--- src/hw/tmc_defs.vh ---
// Constants for the transceiver mode control block
`ifndef TMC_DEFS_VH
`define TMC_DEFS_VH

`define TMC_CLK_NS          40
// Last index of each interval in 40 ns cycles, sized to the counter that meets it
`define TMC_CLKTAIL_NS      6000
`define TMC_CLKTAIL_LAST    8'h95
`define TMC_CAL_RUN_NS      20000
`define TMC_CAL_RUN_LAST    10'h1f3
`define TMC_CAL_TICK_NS     100000
`define TMC_CAL_TICK_LAST   12'h9c3

`define TMC_SER_BITS        5'h18
`define TMC_SER_SEL_BIT     23
`define TMC_FREQ_MSB        22

`define TMC_CFG_TEST_LSB    0
`define TMC_CFG_TEST_MSB    2
`define TMC_CFG_RATE_LSB    3
`define TMC_CFG_RATE_MSB    5
`define TMC_CFG_PINSEL_BIT  6
`define TMC_CFG_CLKREC_BIT  7
`define TMC_CFG_RESET       16'h0000
`define TMC_FREQ_RESET      23'h000000

`define TMC_TEST_SLICER_A   3'h4
`define TMC_TEST_SLICER_B   3'h5

`define TMC_RATE_576K       3'h0
`define TMC_RATE_1152K      3'h1
`define TMC_RATE_1536K      3'h2
`define TMC_IF_864K         2'h0
`define TMC_IF_1024K        2'h1
`define TMC_IF_2048K        2'h2

`define TMC_ADDR_CTRL       12'h000
`define TMC_ADDR_STATUS     12'h004
`define TMC_ADDR_CONFIG     12'h008
`define TMC_ADDR_FREQ       12'h00c
`define TMC_CTRL_RESET      16'h0000
`define TMC_CTRL_FORCE_BIT  16

`endif

--- src/hw/tmc_serial_loader.v ---
// Three-wire serial configuration word receiver
`include "tmc_defs.vh"

module tmc_serial_loader (
    input  wire        ref_clk,
    input  wire        rst_n,
    input  wire        ser_clk,
    input  wire        ser_data,
    input  wire        ser_en,
    output reg         wordValid,
    output reg  [23:0] word
);
    reg        clkPrev;
    reg        enPrev;
    reg [23:0] shiftReg;
    reg [4:0]  bitCount;

    always @(posedge ref_clk)
    begin
        if (!rst_n)
        begin
            clkPrev   <= 1'b0;
            enPrev    <= 1'b1;
            shiftReg  <= 24'h000000;
            bitCount  <= 5'h00;
            wordValid <= 1'b0;
            word      <= 24'h000000;
        end
        else
        begin
            clkPrev   <= ser_clk;
            enPrev    <= ser_en;
            wordValid <= 1'b0;
            // Data only shifts while the enable is low, MSB first
            if (ser_clk && !clkPrev && !ser_en && !enPrev)
            begin
                shiftReg <= {shiftReg[22:0], ser_data};
                if (bitCount != 5'h1f)
                    bitCount <= bitCount + 5'h01;
            end
            if (ser_en && !enPrev)
            begin
                // A short or long word is dropped rather than half-applied
                if (bitCount == `TMC_SER_BITS)
                begin
                    word      <= shiftReg;
                    wordValid <= 1'b1;
                end
                bitCount <= 5'h00;
            end
        end
    end
endmodule // tmc_serial_loader

--- src/hw/tmc_mode_ctrl.v ---
// Transceiver mode, switch, lock pin, recovered clock and calibration control
// Summary of operation
// - Chip enable low forces standby regardless of receive select.
// - With chip enable high, receive select high gives receive, low transmit.
// - Serial interface and registers stay live and writable in standby.
// - Negative switch output is low in transmit, high in receive, unless the pin select bit gives it the recovered clock.
// - Recovered clock runs on briefly after receive select falls, then holds high.
// - Test field 4 or 5 makes lock pin a slicer time constant input.
// - Otherwise the lock pin outputs synthesizer lock state.
// - Power amplifier stays off in transmit until the synthesizer locks.
// - A 23-bit synthesizer frequency word is accepted in any mode.
// - Self-calibration runs after power-on and at periodic intervals.
// - Clock recovery is offered only at the four higher data rates.
// - Data rate selects the receive intermediate frequency.
// - In receive the sliced data appears as NRZ on the data output.
// - Positive switch output is high in transmit, low in receive.
// - Both switch outputs are inactive while the synthesizer is unlocked, except the negative one while the pin select bit gives it the recovered clock.
// - Registers load on serial enable rising; data ignored while enable high.
`include "tmc_defs.vh"

module tmc_mode_ctrl (
    input  wire        ref_clk,
    input  wire        rst_n,
    input  wire        psel,
    input  wire        penable,
    input  wire        pwrite,
    input  wire [11:0] paddr,
    input  wire [31:0] pwdata,
    output wire        pready,
    output reg  [31:0] prdata,
    output reg         pslverr,
    input  wire        chip_enable_pin,
    input  wire        receive_select_pin,
    input  wire        ser_clk,
    input  wire        ser_data,
    input  wire        ser_en,
    input  wire        synth_locked,
    input  wire        slicer_bit,
    input  wire        recovered_clock_raw,
    input  wire        slicer_tc_select_in,
    output reg         slicer_tc_select_out,
    output reg         slicer_tc_select_oe,
    output reg         slicer_tc_long,
    output reg         tr_switch_pos_out,
    output reg         tr_switch_neg_out,
    output reg         power_amplifier_en,
    output reg         receiver_power_en,
    output reg         transmitter_power_en,
    output reg         calibration_active,
    output reg  [1:0]  if_freq_select,
    output reg         data_out_pin,
    output reg  [22:0] synth_freq_word
);
    localparam [1:0] ST_STANDBY = 2'h0;
    localparam [1:0] ST_CAL     = 2'h1;
    localparam [1:0] ST_RX      = 2'h2;
    localparam [1:0] ST_TX      = 2'h3;

    function [1:0] rate_to_if;
        input [2:0] rate;
        begin
            if (rate == `TMC_RATE_576K || rate == `TMC_RATE_1152K)
                rate_to_if = `TMC_IF_864K;
            else if (rate == `TMC_RATE_1536K)
                rate_to_if = `TMC_IF_1024K;
            else
                rate_to_if = `TMC_IF_2048K;
        end
    endfunction

    function slicer_mode;
        input [2:0] test;
        begin
            slicer_mode = (test == `TMC_TEST_SLICER_A) || (test == `TMC_TEST_SLICER_B);
        end
    endfunction

    reg  [1:0]  state;
    reg  [1:0]  next_state;
    reg  [15:0] cfgReg;
    reg  [15:0] calInterval;
    reg  [15:0] calElapsed;
    reg  [11:0] tickCount;
    reg  [9:0]  calCount;
    reg  [7:0]  tailCount;
    reg         calPending;
    reg         firstCalDone;
    reg         rxSelPrev;
    reg         clockTailOn;
    wire        serValid;
    wire [23:0] serWord;
    wire        tick;
    wire        apbWrite;
    wire        apbSetup;
    wire        addrHit;
    wire [2:0]  testField;
    wire [2:0]  rateField;
    wire        clockRecOk;
    wire        calRequest;

    tmc_serial_loader u_loader (
        .ref_clk   (ref_clk),
        .rst_n     (rst_n),
        .ser_clk   (ser_clk),
        .ser_data  (ser_data),
        .ser_en    (ser_en),
        .wordValid (serValid),
        .word      (serWord)
    );

    assign testField = cfgReg[`TMC_CFG_TEST_MSB:`TMC_CFG_TEST_LSB];
    assign rateField = cfgReg[`TMC_CFG_RATE_MSB:`TMC_CFG_RATE_LSB];
    // Lowest rate has no clock recovery
    assign clockRecOk = cfgReg[`TMC_CFG_CLKREC_BIT] && (rateField != `TMC_RATE_576K);

    // Serial words land whatever the mode, so standby keeps programming alive
    always @(posedge ref_clk)
    begin
        if (!rst_n)
        begin
            cfgReg          <= `TMC_CFG_RESET;
            synth_freq_word <= `TMC_FREQ_RESET;
        end
        else if (serValid)
        begin
            if (serWord[`TMC_SER_SEL_BIT])
                synth_freq_word <= serWord[`TMC_FREQ_MSB:0];
            else
                cfgReg <= serWord[15:0];
        end
    end

    // APB slave: zero wait states, read data captured in the setup phase
    assign pready   = 1'b1;
    assign apbSetup = psel && !penable;
    assign apbWrite = psel && penable && pwrite;
    assign addrHit  = (paddr == `TMC_ADDR_CTRL) || (paddr == `TMC_ADDR_STATUS) ||
                      (paddr == `TMC_ADDR_CONFIG) || (paddr == `TMC_ADDR_FREQ);

    always @(posedge ref_clk)
    begin
        if (!rst_n)
        begin
            prdata  <= 32'h00000000;
            pslverr <= 1'b0;
        end
        else if (apbSetup)
        begin
            pslverr <= !addrHit;
            case (paddr)
                `TMC_ADDR_CTRL:   prdata <= {16'h0000, calInterval};
                `TMC_ADDR_STATUS: prdata <= {23'h000000, if_freq_select, clockRecOk,
                                             calibration_active, power_amplifier_en,
                                             synth_locked, firstCalDone, state};
                `TMC_ADDR_CONFIG: prdata <= {16'h0000, cfgReg};
                `TMC_ADDR_FREQ:   prdata <= {9'h000, synth_freq_word};
                default:          prdata <= 32'h00000000;
            endcase
        end
    end

    always @(posedge ref_clk)
    begin
        if (!rst_n)
            calInterval <= `TMC_CTRL_RESET;
        else if (apbWrite && paddr == `TMC_ADDR_CTRL)
            calInterval <= pwdata[15:0];
    end

    // Interval tick divider
    assign tick = (tickCount == `TMC_CAL_TICK_LAST);

    always @(posedge ref_clk)
    begin
        if (!rst_n)
            tickCount <= 12'h000;
        else if (tick)
            tickCount <= 12'h000;
        else
            tickCount <= tickCount + 12'h001;
    end

    // Calibration requests: power-on, interval expiry, config write, forced, receive select rising
    assign calRequest = (calInterval != 16'h0000 && tick && calElapsed >= calInterval - 16'h0001)
                      || (serValid && !serWord[`TMC_SER_SEL_BIT])
                      || (apbWrite && paddr == `TMC_ADDR_CTRL && pwdata[`TMC_CTRL_FORCE_BIT])
                      || (receive_select_pin && !rxSelPrev);

    always @(posedge ref_clk)
    begin
        if (!rst_n)
        begin
            calElapsed <= 16'h0000;
            calPending <= 1'b1;
            rxSelPrev  <= 1'b0;
        end
        else
        begin
            rxSelPrev <= receive_select_pin;
            if (state == ST_CAL)
                calElapsed <= 16'h0000;
            else if (tick && calElapsed != 16'hffff)
                calElapsed <= calElapsed + 16'h0001;
            // A new request in the cycle the pending one is taken still wins
            if (calRequest)
                calPending <= 1'b1;
            else if (state == ST_CAL)
                calPending <= 1'b0;
        end
    end

    always @*
    begin
        next_state = state;
        case (state)
            ST_STANDBY:
            begin
                if (chip_enable_pin)
                    next_state = calPending ? ST_CAL : (receive_select_pin ? ST_RX : ST_TX);
            end
            ST_CAL:
            begin
                if (!chip_enable_pin)
                    next_state = ST_STANDBY;
                else if (calCount == `TMC_CAL_RUN_LAST)
                    next_state = receive_select_pin ? ST_RX : ST_TX;
            end
            ST_RX, ST_TX:
            begin
                if (!chip_enable_pin)
                    next_state = ST_STANDBY;
                else if (calPending)
                    next_state = ST_CAL;
                else
                    next_state = receive_select_pin ? ST_RX : ST_TX;
            end
            default:
                next_state = ST_STANDBY;
        endcase
    end

    always @(posedge ref_clk)
    begin
        if (!rst_n)
        begin
            state        <= ST_STANDBY;
            calCount     <= 10'h000;
            firstCalDone <= 1'b0;
        end
        else
        begin
            state <= next_state;
            if (state == ST_CAL)
                calCount <= calCount + 10'h001;
            else
                calCount <= 10'h000;
            if (state == ST_CAL && next_state != ST_CAL && next_state != ST_STANDBY)
                firstCalDone <= 1'b1;
        end
    end

    // Recovered clock tail after receive select falls
    always @(posedge ref_clk)
    begin
        if (!rst_n)
        begin
            tailCount   <= 8'h00;
            clockTailOn <= 1'b0;
        end
        else if (rxSelPrev && !receive_select_pin)
        begin
            tailCount   <= 8'h00;
            clockTailOn <= 1'b1;
        end
        else if (clockTailOn)
        begin
            if (tailCount == `TMC_CLKTAIL_LAST)
                clockTailOn <= 1'b0;
            tailCount <= tailCount + 8'h01;
        end
    end

    // Registered pin drivers
    always @(posedge ref_clk)
    begin
        if (!rst_n)
        begin
            tr_switch_pos_out    <= 1'b0;
            tr_switch_neg_out    <= 1'b0;
            power_amplifier_en   <= 1'b0;
            receiver_power_en    <= 1'b0;
            transmitter_power_en <= 1'b0;
            calibration_active   <= 1'b0;
            if_freq_select       <= `TMC_IF_864K;
            data_out_pin         <= 1'b0;
            slicer_tc_select_out <= 1'b0;
            slicer_tc_select_oe  <= 1'b0;
            slicer_tc_long       <= 1'b0;
        end
        else
        begin
            receiver_power_en    <= (state == ST_RX);
            transmitter_power_en <= (state == ST_TX);
            calibration_active   <= (state == ST_CAL);
            if_freq_select       <= rate_to_if(rateField);
            // Amplifier waits for lock so no off-channel energy is radiated
            power_amplifier_en   <= (state == ST_TX) && synth_locked;
            data_out_pin         <= (state == ST_RX) ? slicer_bit : 1'b0;
            if (synth_locked && state == ST_TX)
                tr_switch_pos_out <= 1'b1;
            else
                tr_switch_pos_out <= 1'b0;
            if (cfgReg[`TMC_CFG_PINSEL_BIT] && clockRecOk)
            begin
                if (state == ST_RX || clockTailOn)
                    tr_switch_neg_out <= recovered_clock_raw;
                else
                    tr_switch_neg_out <= 1'b1;
            end
            else if (synth_locked && state == ST_RX)
                tr_switch_neg_out <= 1'b1;
            else
                tr_switch_neg_out <= 1'b0;
            if (slicer_mode(testField))
            begin
                slicer_tc_select_oe  <= 1'b0;
                slicer_tc_select_out <= 1'b0;
                slicer_tc_long       <= !slicer_tc_select_in;
            end
            else
            begin
                slicer_tc_select_oe  <= 1'b1;
                slicer_tc_select_out <= synth_locked;
                slicer_tc_long       <= 1'b0;
            end
        end
    end
endmodule // tmc_mode_ctrl

--- config.mk ---
export PLATFORM = sky130hd
export DESIGN_NAME = tmc_mode_ctrl
export DESIGN_NICKNAME = d
export VERILOG_FILES = /design/src/hw/tmc_serial_loader.v /design/src/hw/tmc_mode_ctrl.v
export VERILOG_INCLUDE_DIRS = /design/src /design/src/hw
export SDC_FILE = /design/constraint.sdc
export NUM_CORES = 1
export LEC_CHECK = 0
export ABC_AREA = 1
export ABC_CLOCK_PERIOD_IN_PS = 2540
export BUFFER_PORTS_ARGS = -buffer_cell sky130_fd_sc_hd__buf_2
export CAP_MARGIN = 10
export CELL_PAD_IN_SITES_DETAIL_PLACEMENT = 1
export CELL_PAD_IN_SITES_GLOBAL_PLACEMENT = 2
export CORE_AREA = 2 2 167 169
export DETAILED_ROUTE_END_ITERATION = 6
export DIE_AREA = 0 0 169 171
export GPL_TIMING_DRIVEN = 0
export PLACE_DENSITY_LB_ADDON = 0.1
export SLEW_MARGIN = 20
export SYNTH_ARGS = -nofsm -noshare
export SYNTH_HDL_FRONTEND = slang
export SYNTH_SLANG_ARGS = --single-unit
--- constraint.sdc ---
create_clock -name ref_clk -period 2.54 [get_ports ref_clk]
set_input_delay 0 -clock ref_clk [delete_from_list [all_inputs] [get_ports ref_clk]]
set_output_delay 0 -clock ref_clk [all_outputs]
set_load 0.02 [all_outputs]
==> Yosys cells after proc, flatten, opt, wreduce, memory -nomap -nowiden <==
Cells that the tools add are included.
{ "totals": {"out_inout_bits": 69, "reg_bits": 208, "input_bits": 58} }
{ "classes": {"reduce_logical": 61, "bitwise_logic": 2, "n_mux": 18, "add_sub_neg": 6, "order_cmp": 1, "eq_ne": 17} }
{ "op_table": {"columns": ["op", "n"], "rows": [
  ["$pmux W23 S4", 1],
  ["$eq A12 B4 Y1 const B", 2],
  ["$logic_and A1 B1 Y1", 21],
  ["$add A16 B1 Y16 const B", 1],
  ["$ge A16 B16 Y1", 1],
  ["$ne A16 B16 Y1 const B", 1],
  ["$reduce_and A2 Y1", 8],
  ["$reduce_bool A16 Y1", 1],
  ["$reduce_or A2 Y1", 8],
  ["$sub A16 B1 Y16 const B", 1],
  ["$add A12 B1 Y12 const B", 1],
  ["$eq A12 B12 Y1 const B", 1],
  ["$eq A12 B3 Y1 const B", 1],
  ["$logic_not A12 Y1", 1],
  ["$mux W2", 6],
  ["$add A10 B1 Y10 const B", 1],
  ["$eq A10 B9 Y1 const B", 1],
  ["$mux W1", 10],
  ["$logic_not A1 Y1", 9],
  ["$logic_or A1 B1 Y1", 9],
  ["$add A8 B1 Y8 const B", 1],
  ["$eq A8 B8 Y1 const B", 1],
  ["$eq A3 B3 Y1 const B", 2],
  ["$pmux W2 S3", 1],
  ["13 further kinds", 15]
]} }

==> Logic depth before layout (Yosys ltp) <==
{ "logic_depth": {"word_depth": 7, "mapped_depth": 18, "mapped_depth_nobuf": 18} }

==> Hierarchy <==
Synthesis repeated with hierarchy kept, for this count alone.
{ "hier_totals": {"cells_unflattened": 1272, "hier_area_um2": 9118.7} }
{ "modules_own_cells": {"columns": ["module", "cells_each", "area_per_inst_um2", "instances"], "rows": [
  ["tmc_mode_ctrl", 949, 6761.5, 1],
  ["tmc_serial_loader", 323, 2357.3, 1]
]} }

==> Worst setup path before layout <==
OpenSTA, ideal clock, no wires.
{ "synth_timing": {"path_type": "register to register", "start": "register calInterval[0]", "end": "register calPending", "setup_time_ns": 0.058, "setup_slack_ns": 0.346, "t_required_ns": 2.482, "period_less_slack_ns": 2.194, "arrival_ns": 2.136, "path_buffers": 0, "path_stages_with_launch": 19, "path_cell_list": "dfxtp_1 -> inv_1 -> ha_1 -> nand3_1 -> nor2_2 -> nand3_1 -> nor2_2 -> nand2_1 -> xor2_1 -> inv_1 -> ha_1 -> nand4_1 -> nor2_1 -> nand2_1 -> inv_1 -> nand2_1 -> nand2_1 -> nand2_1 -> nand2_1"} }
{ "synth_via": {"elab_chain_cells": 7, "word_cells_on_any_way": 9} }
{ "synth_lines": {"columns": ["item", "line_no", "source"], "rows": [
  ["start: declaration", "tmc_mode_ctrl.v:81", "reg [15:0] calInterval;"],
  ["start signal: assignment", "tmc_mode_ctrl.v:165", "calInterval <= `TMC_CTRL_RESET;"],
  ["start signal: assignment", "tmc_mode_ctrl.v:167", "calInterval <= pwdata[15:0];"],
  ["$sub A16 B1 Y16 or $reduce_bool A16 Y1 (tied branches)", "tmc_mode_ctrl.v:184", "assign calRequest = (calInterval != 16'h0000 && tick && calElapsed >= calInterval - 16'h0001)"],
  ["$ge A16 B16 Y1 or $logic_and A1 B1 Y1 (tied branches)", "tmc_mode_ctrl.v:184", null],
  ["$logic_and A1 B1 Y1 (*)", "tmc_mode_ctrl.v:184", null],
  ["$logic_or A1 B1 Y1 (*) (3 in series)", "tmc_mode_ctrl.v:184", null],
  ["$reduce_or A2 Y1 (no line) (*)", null, null],
  ["end signal: assignment", "tmc_mode_ctrl.v:194", "calPending <= 1'b1;"],
  ["end signal: assignment", "tmc_mode_ctrl.v:206", "calPending <= 1'b1;"],
  ["end signal: assignment", "tmc_mode_ctrl.v:208", "calPending <= 1'b0;"],
  ["end: declaration", "tmc_mode_ctrl.v:86", "reg calPending;"]
]} }
Mark *: on every way between the ends. The rest lies on a longest branch, timed or not.
A chain may end at the register's enable or synchronous reset.

==> Worst setup path in the final report <==
{ "layout_timing": {"start": "register calInterval[2]", "end": "register calPending"} }
Same word-level chain as after synthesis.

==> impl_results.md <==
- Gp weighted congestion: around 0.77
- Tcrit/Tclk final: 92.4%
- CORE AREA: 0.0273 mm2
- Internal power: 4.65 mW
- Mux share of post-synthesis cell area: 0%
- Status: finished clean
- CP startpoint kind: flip-flop
- Share of layout cells above drive strength 1: between 15 and 20%
- Met1 usage: 25.7%
- GR peak layer: met2
- Net count, final: 1415
- Yosys top cell by area: dfxtp_1
- CP required: 2.86 ns
- Adder-cell share of the synthesized area: roughly 3.5%
- Clk slew on worst S/H paths: 0.09 ns
- Non-filler instance count after layout: 1691
- Hold endpoint: prdata[0]$_SDFFE_PN0P_
- Reg2reg setup slack: 0.19 ns
- Initial antenna violation count: 0
- Die Ht: between 150 and 200 um
- Post-detailed-routing wire length: 28000 um
- Peak VDD IR: 0.000454 V
- Num CTS Buffers: 17
- Reg2reg path depth: 15
- Initial core utilization: 32.3%
- Beginning of the worst hold path: paddr[8]
- FMAX: 426 MHz
- Lkg Pwr: around 4.5 nW
- Ranking of synthesized cells by area: dfxtp_1 (45%), a21oi_1 (7.9%), o21ai_0 (6.7%), nand2_1 (6.6%), nor2_1 (5.3%)
- Met2 Use GR: 34.8%
- Drt drc: 0
- # setup viols final: 0
- Post-synth ARST share: 0%
- Layout area overhead: 23.0%
- Cell with the most instances after synthesis: dfxtp_1
- Share of the synthesized area in the top cell type: 44.9%
- Total GRT Usage: 19.8%
- P_sw: 1.77 mW
- Primary FF master, synth: dfxtp_1
- Number of synthesized register bits: 198
- Final number of hold-violating endpoints: 0
- Total Die Area: 0.0289 mm2
- First-pass GRT wire length: 44700 um
- Max-cap viol count: 0
- Row count: 61
- Routed vias/inst: 4.77
- Die Width: 169 um
- Clk pwr share: 46.2%
- Io pins: 127
- FF-to-FF Start: calInterval[2]$_SDFFE_PN0P_
- Placed Instances: 1624
- Slew Limit Fails: 0
- Setup crit end kind: flip-flop
- Post-synth EDFFs: 0
- DPL Wire Length: 21500 um
- Vias in the first global route: 8167
- Rel. slew slack: between 40% and 50%
- Final Cell Area: 0.0109 mm2
- Largest net degree at the start of global routing: 25
- Power Density: 591 mW/mm2
- Max clock buf depth: 2
- XOR/XNOR Fraction of Synth Area: 2.68%
- Final Critical Period: about 2.3 ns
- Cell variety after synth: 41
- Ys Warns: 0
- GR Util met3: 3.35%
- Sw frac: roughly 28%
- Clk sink count: 198
- Dpl cell area: ~0.0098 mm2
- IO buf count: ~100
- Worst Hold Class: input pin to flip-flop
- WHS Path Cells: 7
- Grt total ovfl: 0
- FF-to-FF End: calPending$_SDFFE_PP1P_
- Clock root cell: clkbuf_16
- Type of the worst setup path: flip-flop to flip-flop
- Area fraction in compound gates after synthesis: between 10% and 20%
- Post-synth top cells: dfxtp_1 (198), nand2_1 (156), a21oi_1 (139)
- Flop pwr share: around 49%
- Post-Synthesis Cells: 1169
- Detailed-route via count: 8072
- DR WL/cell: 16.6 um
- Routed Antenna Nets: 0
- Cell Area, Synth: 0.00883 mm2
- Simple-Gate Fraction of Synth Area: 22.7%
- Worst Tran Pin Value: ~0.77 ns
- Htree depth: 4
- Mapped Avg Cell Area: 7.55 um2
- CTS tree: done
- CP Max Fanout: 5
- Combinational family with the most area after synthesis: simple AND/OR/NAND/NOR gates
- Worst skew pair latency: 0.45 ns
- CP arrival: between 2 and 3 ns
- Iter 0 DRT Violations: 282
- DR pass1 iterations: 4
- Sequential element share of the synthesized area: between 40 and 50%
- Antenna diodes: 0
- Gate power share: 4.7%
- Final Skew: 0.0239 ns
[stage by stage]
stage	hold WS (ns)	power (mW)	util, %	setup TNS [ns]	worst slack (ns)
floorplan	0.0780	3.38	-	0	0.346
global placement	0.188	3.49	35.9	-0.199	-0.199
detailed placement	0.183	3.49	35.9	-0.221	-0.221
CTS	0.160	6.49	39.4	0	0.00426
global route	0.207	6.66	39.7	-0.00965	-0.00965
finish	0.170	6.41	39.7	0	0.194
[layout make-up]
cell class | count | area (um2)
Fill cell | 3348 | 16500
Multi-Input combinational cell | 796 | 4190
Sequential cell | 198 | 3970
Timing Repair Buffer | 136 | 838
Inverter | 118 | 448
Tap cell | 346 | 433
Clock buffer | 17 | 425
Buffer | 65 | 335
Clock inverter | 15 | 214
[power groups by stage]
| stage | clock [mW] | combinational (mW) | sequential [mW] |
|---|---|---|---|
| CTS | 3.04 | 0.306 | 3.15 |
| detailed placement | 0 | 0.271 | 3.22 |
| global route | 3.16 | 0.340 | 3.15 |
| floorplan | 0 | 0.161 | 3.22 |
| finish | 2.96 | 0.299 | 3.15 |
| global placement | 0 | 0.269 | 3.22 |
[state kept, by name (all words and copies together) (netlist names), 5 cells and up]
| name | flops |
|---|---|
| synth_freq_word | 23 |
| calInterval | 16 |
| tailCount | 8 |
| u_loader.word | 24 |
| cfgReg | 16 |
| calCount | 10 |
| u_loader.bitCount | 5 |
| prdata | 23 |
| u_loader.shiftReg | 24 |
| calElapsed | 16 |
| tickCount | 12 |
[cells in the final DEF (no fill, tap or decap), drive strengths merged, types with 9 or more instances in the layout]
cell	n
o21ai	130
xor2	21
dfxtp	198
nand2	162
buf	139
ha	25
inv	127
a21oi	149
dlygate4sd3	28
nor3	21
clkbuf	51
nor3b	9
nand3	89
nor2	134
nand4	20
conb	10
[timing repair]
action / in CTS / in global routing
buffers inserted: 3 / 4
gates resized for setup: 6 / 20
endpoints found under the setup margin: 1 / 1
pin swaps: 2 / 7
endpoints found under the hold margin: 31 / 0
hold buffers: 28 / 0
[metal layers]
layer	part of all wire, %	up-vias
met5	0	-
met4	1.0	0
met3	2.5	11
met2	49	75
met1	47	3799
li1	-	4187
[how the worst max path moves through the flow]
stage	cells past startpoint	slack [ns]	to	start
after detailed placement	18	-0.22	calPending$_SDFFE_PP1P_	calInterval[0]$_SDFFE_PN0P_
after CTS	18	0.004	calPending$_SDFFE_PP1P_	calInterval[0]$_SDFFE_PN0P_
after global placement	18	-0.20	calPending$_SDFFE_PP1P_	calInterval[0]$_SDFFE_PN0P_
after global routing	15	-0.01	calPending$_SDFFE_PP1P_	calInterval[3]$_SDFFE_PN0P_
after floorplan	18	0.35	calPending$_SDFFE_PP1P_	calInterval[0]$_SDFFE_PN0P_
final	15	0.19	calPending$_SDFFE_PP1P_	calInterval[2]$_SDFFE_PN0P_
[critical path, stage by stage (launching register included)]
cell      delay, ns
dfxtp_2        0.38
nor2_2         0.12
nand3_2        0.13
nor2_2         0.17
nand3_1        0.11
xor2_1         0.16
ha_1           0.32
nand2_1        0.10
o21bai_1       0.15
nand2_1        0.10
nor2_1         0.09
nand2_1        0.10
nand2_1        0.08
nand2_1        0.06
nand2_2        0.11
nand2_1        0.05
[logic make-up (layout without fill, tap and decap cells)]
group,Yosys count,in the layout
fa+ha+maj,25,25
other cells,2,10
simple gates,444,444
buf+inv,183,351
flops,198,198
xor+xnor,27,27
compound gates,290,290
Note: power is estimated with default switching activity, not from simulation.
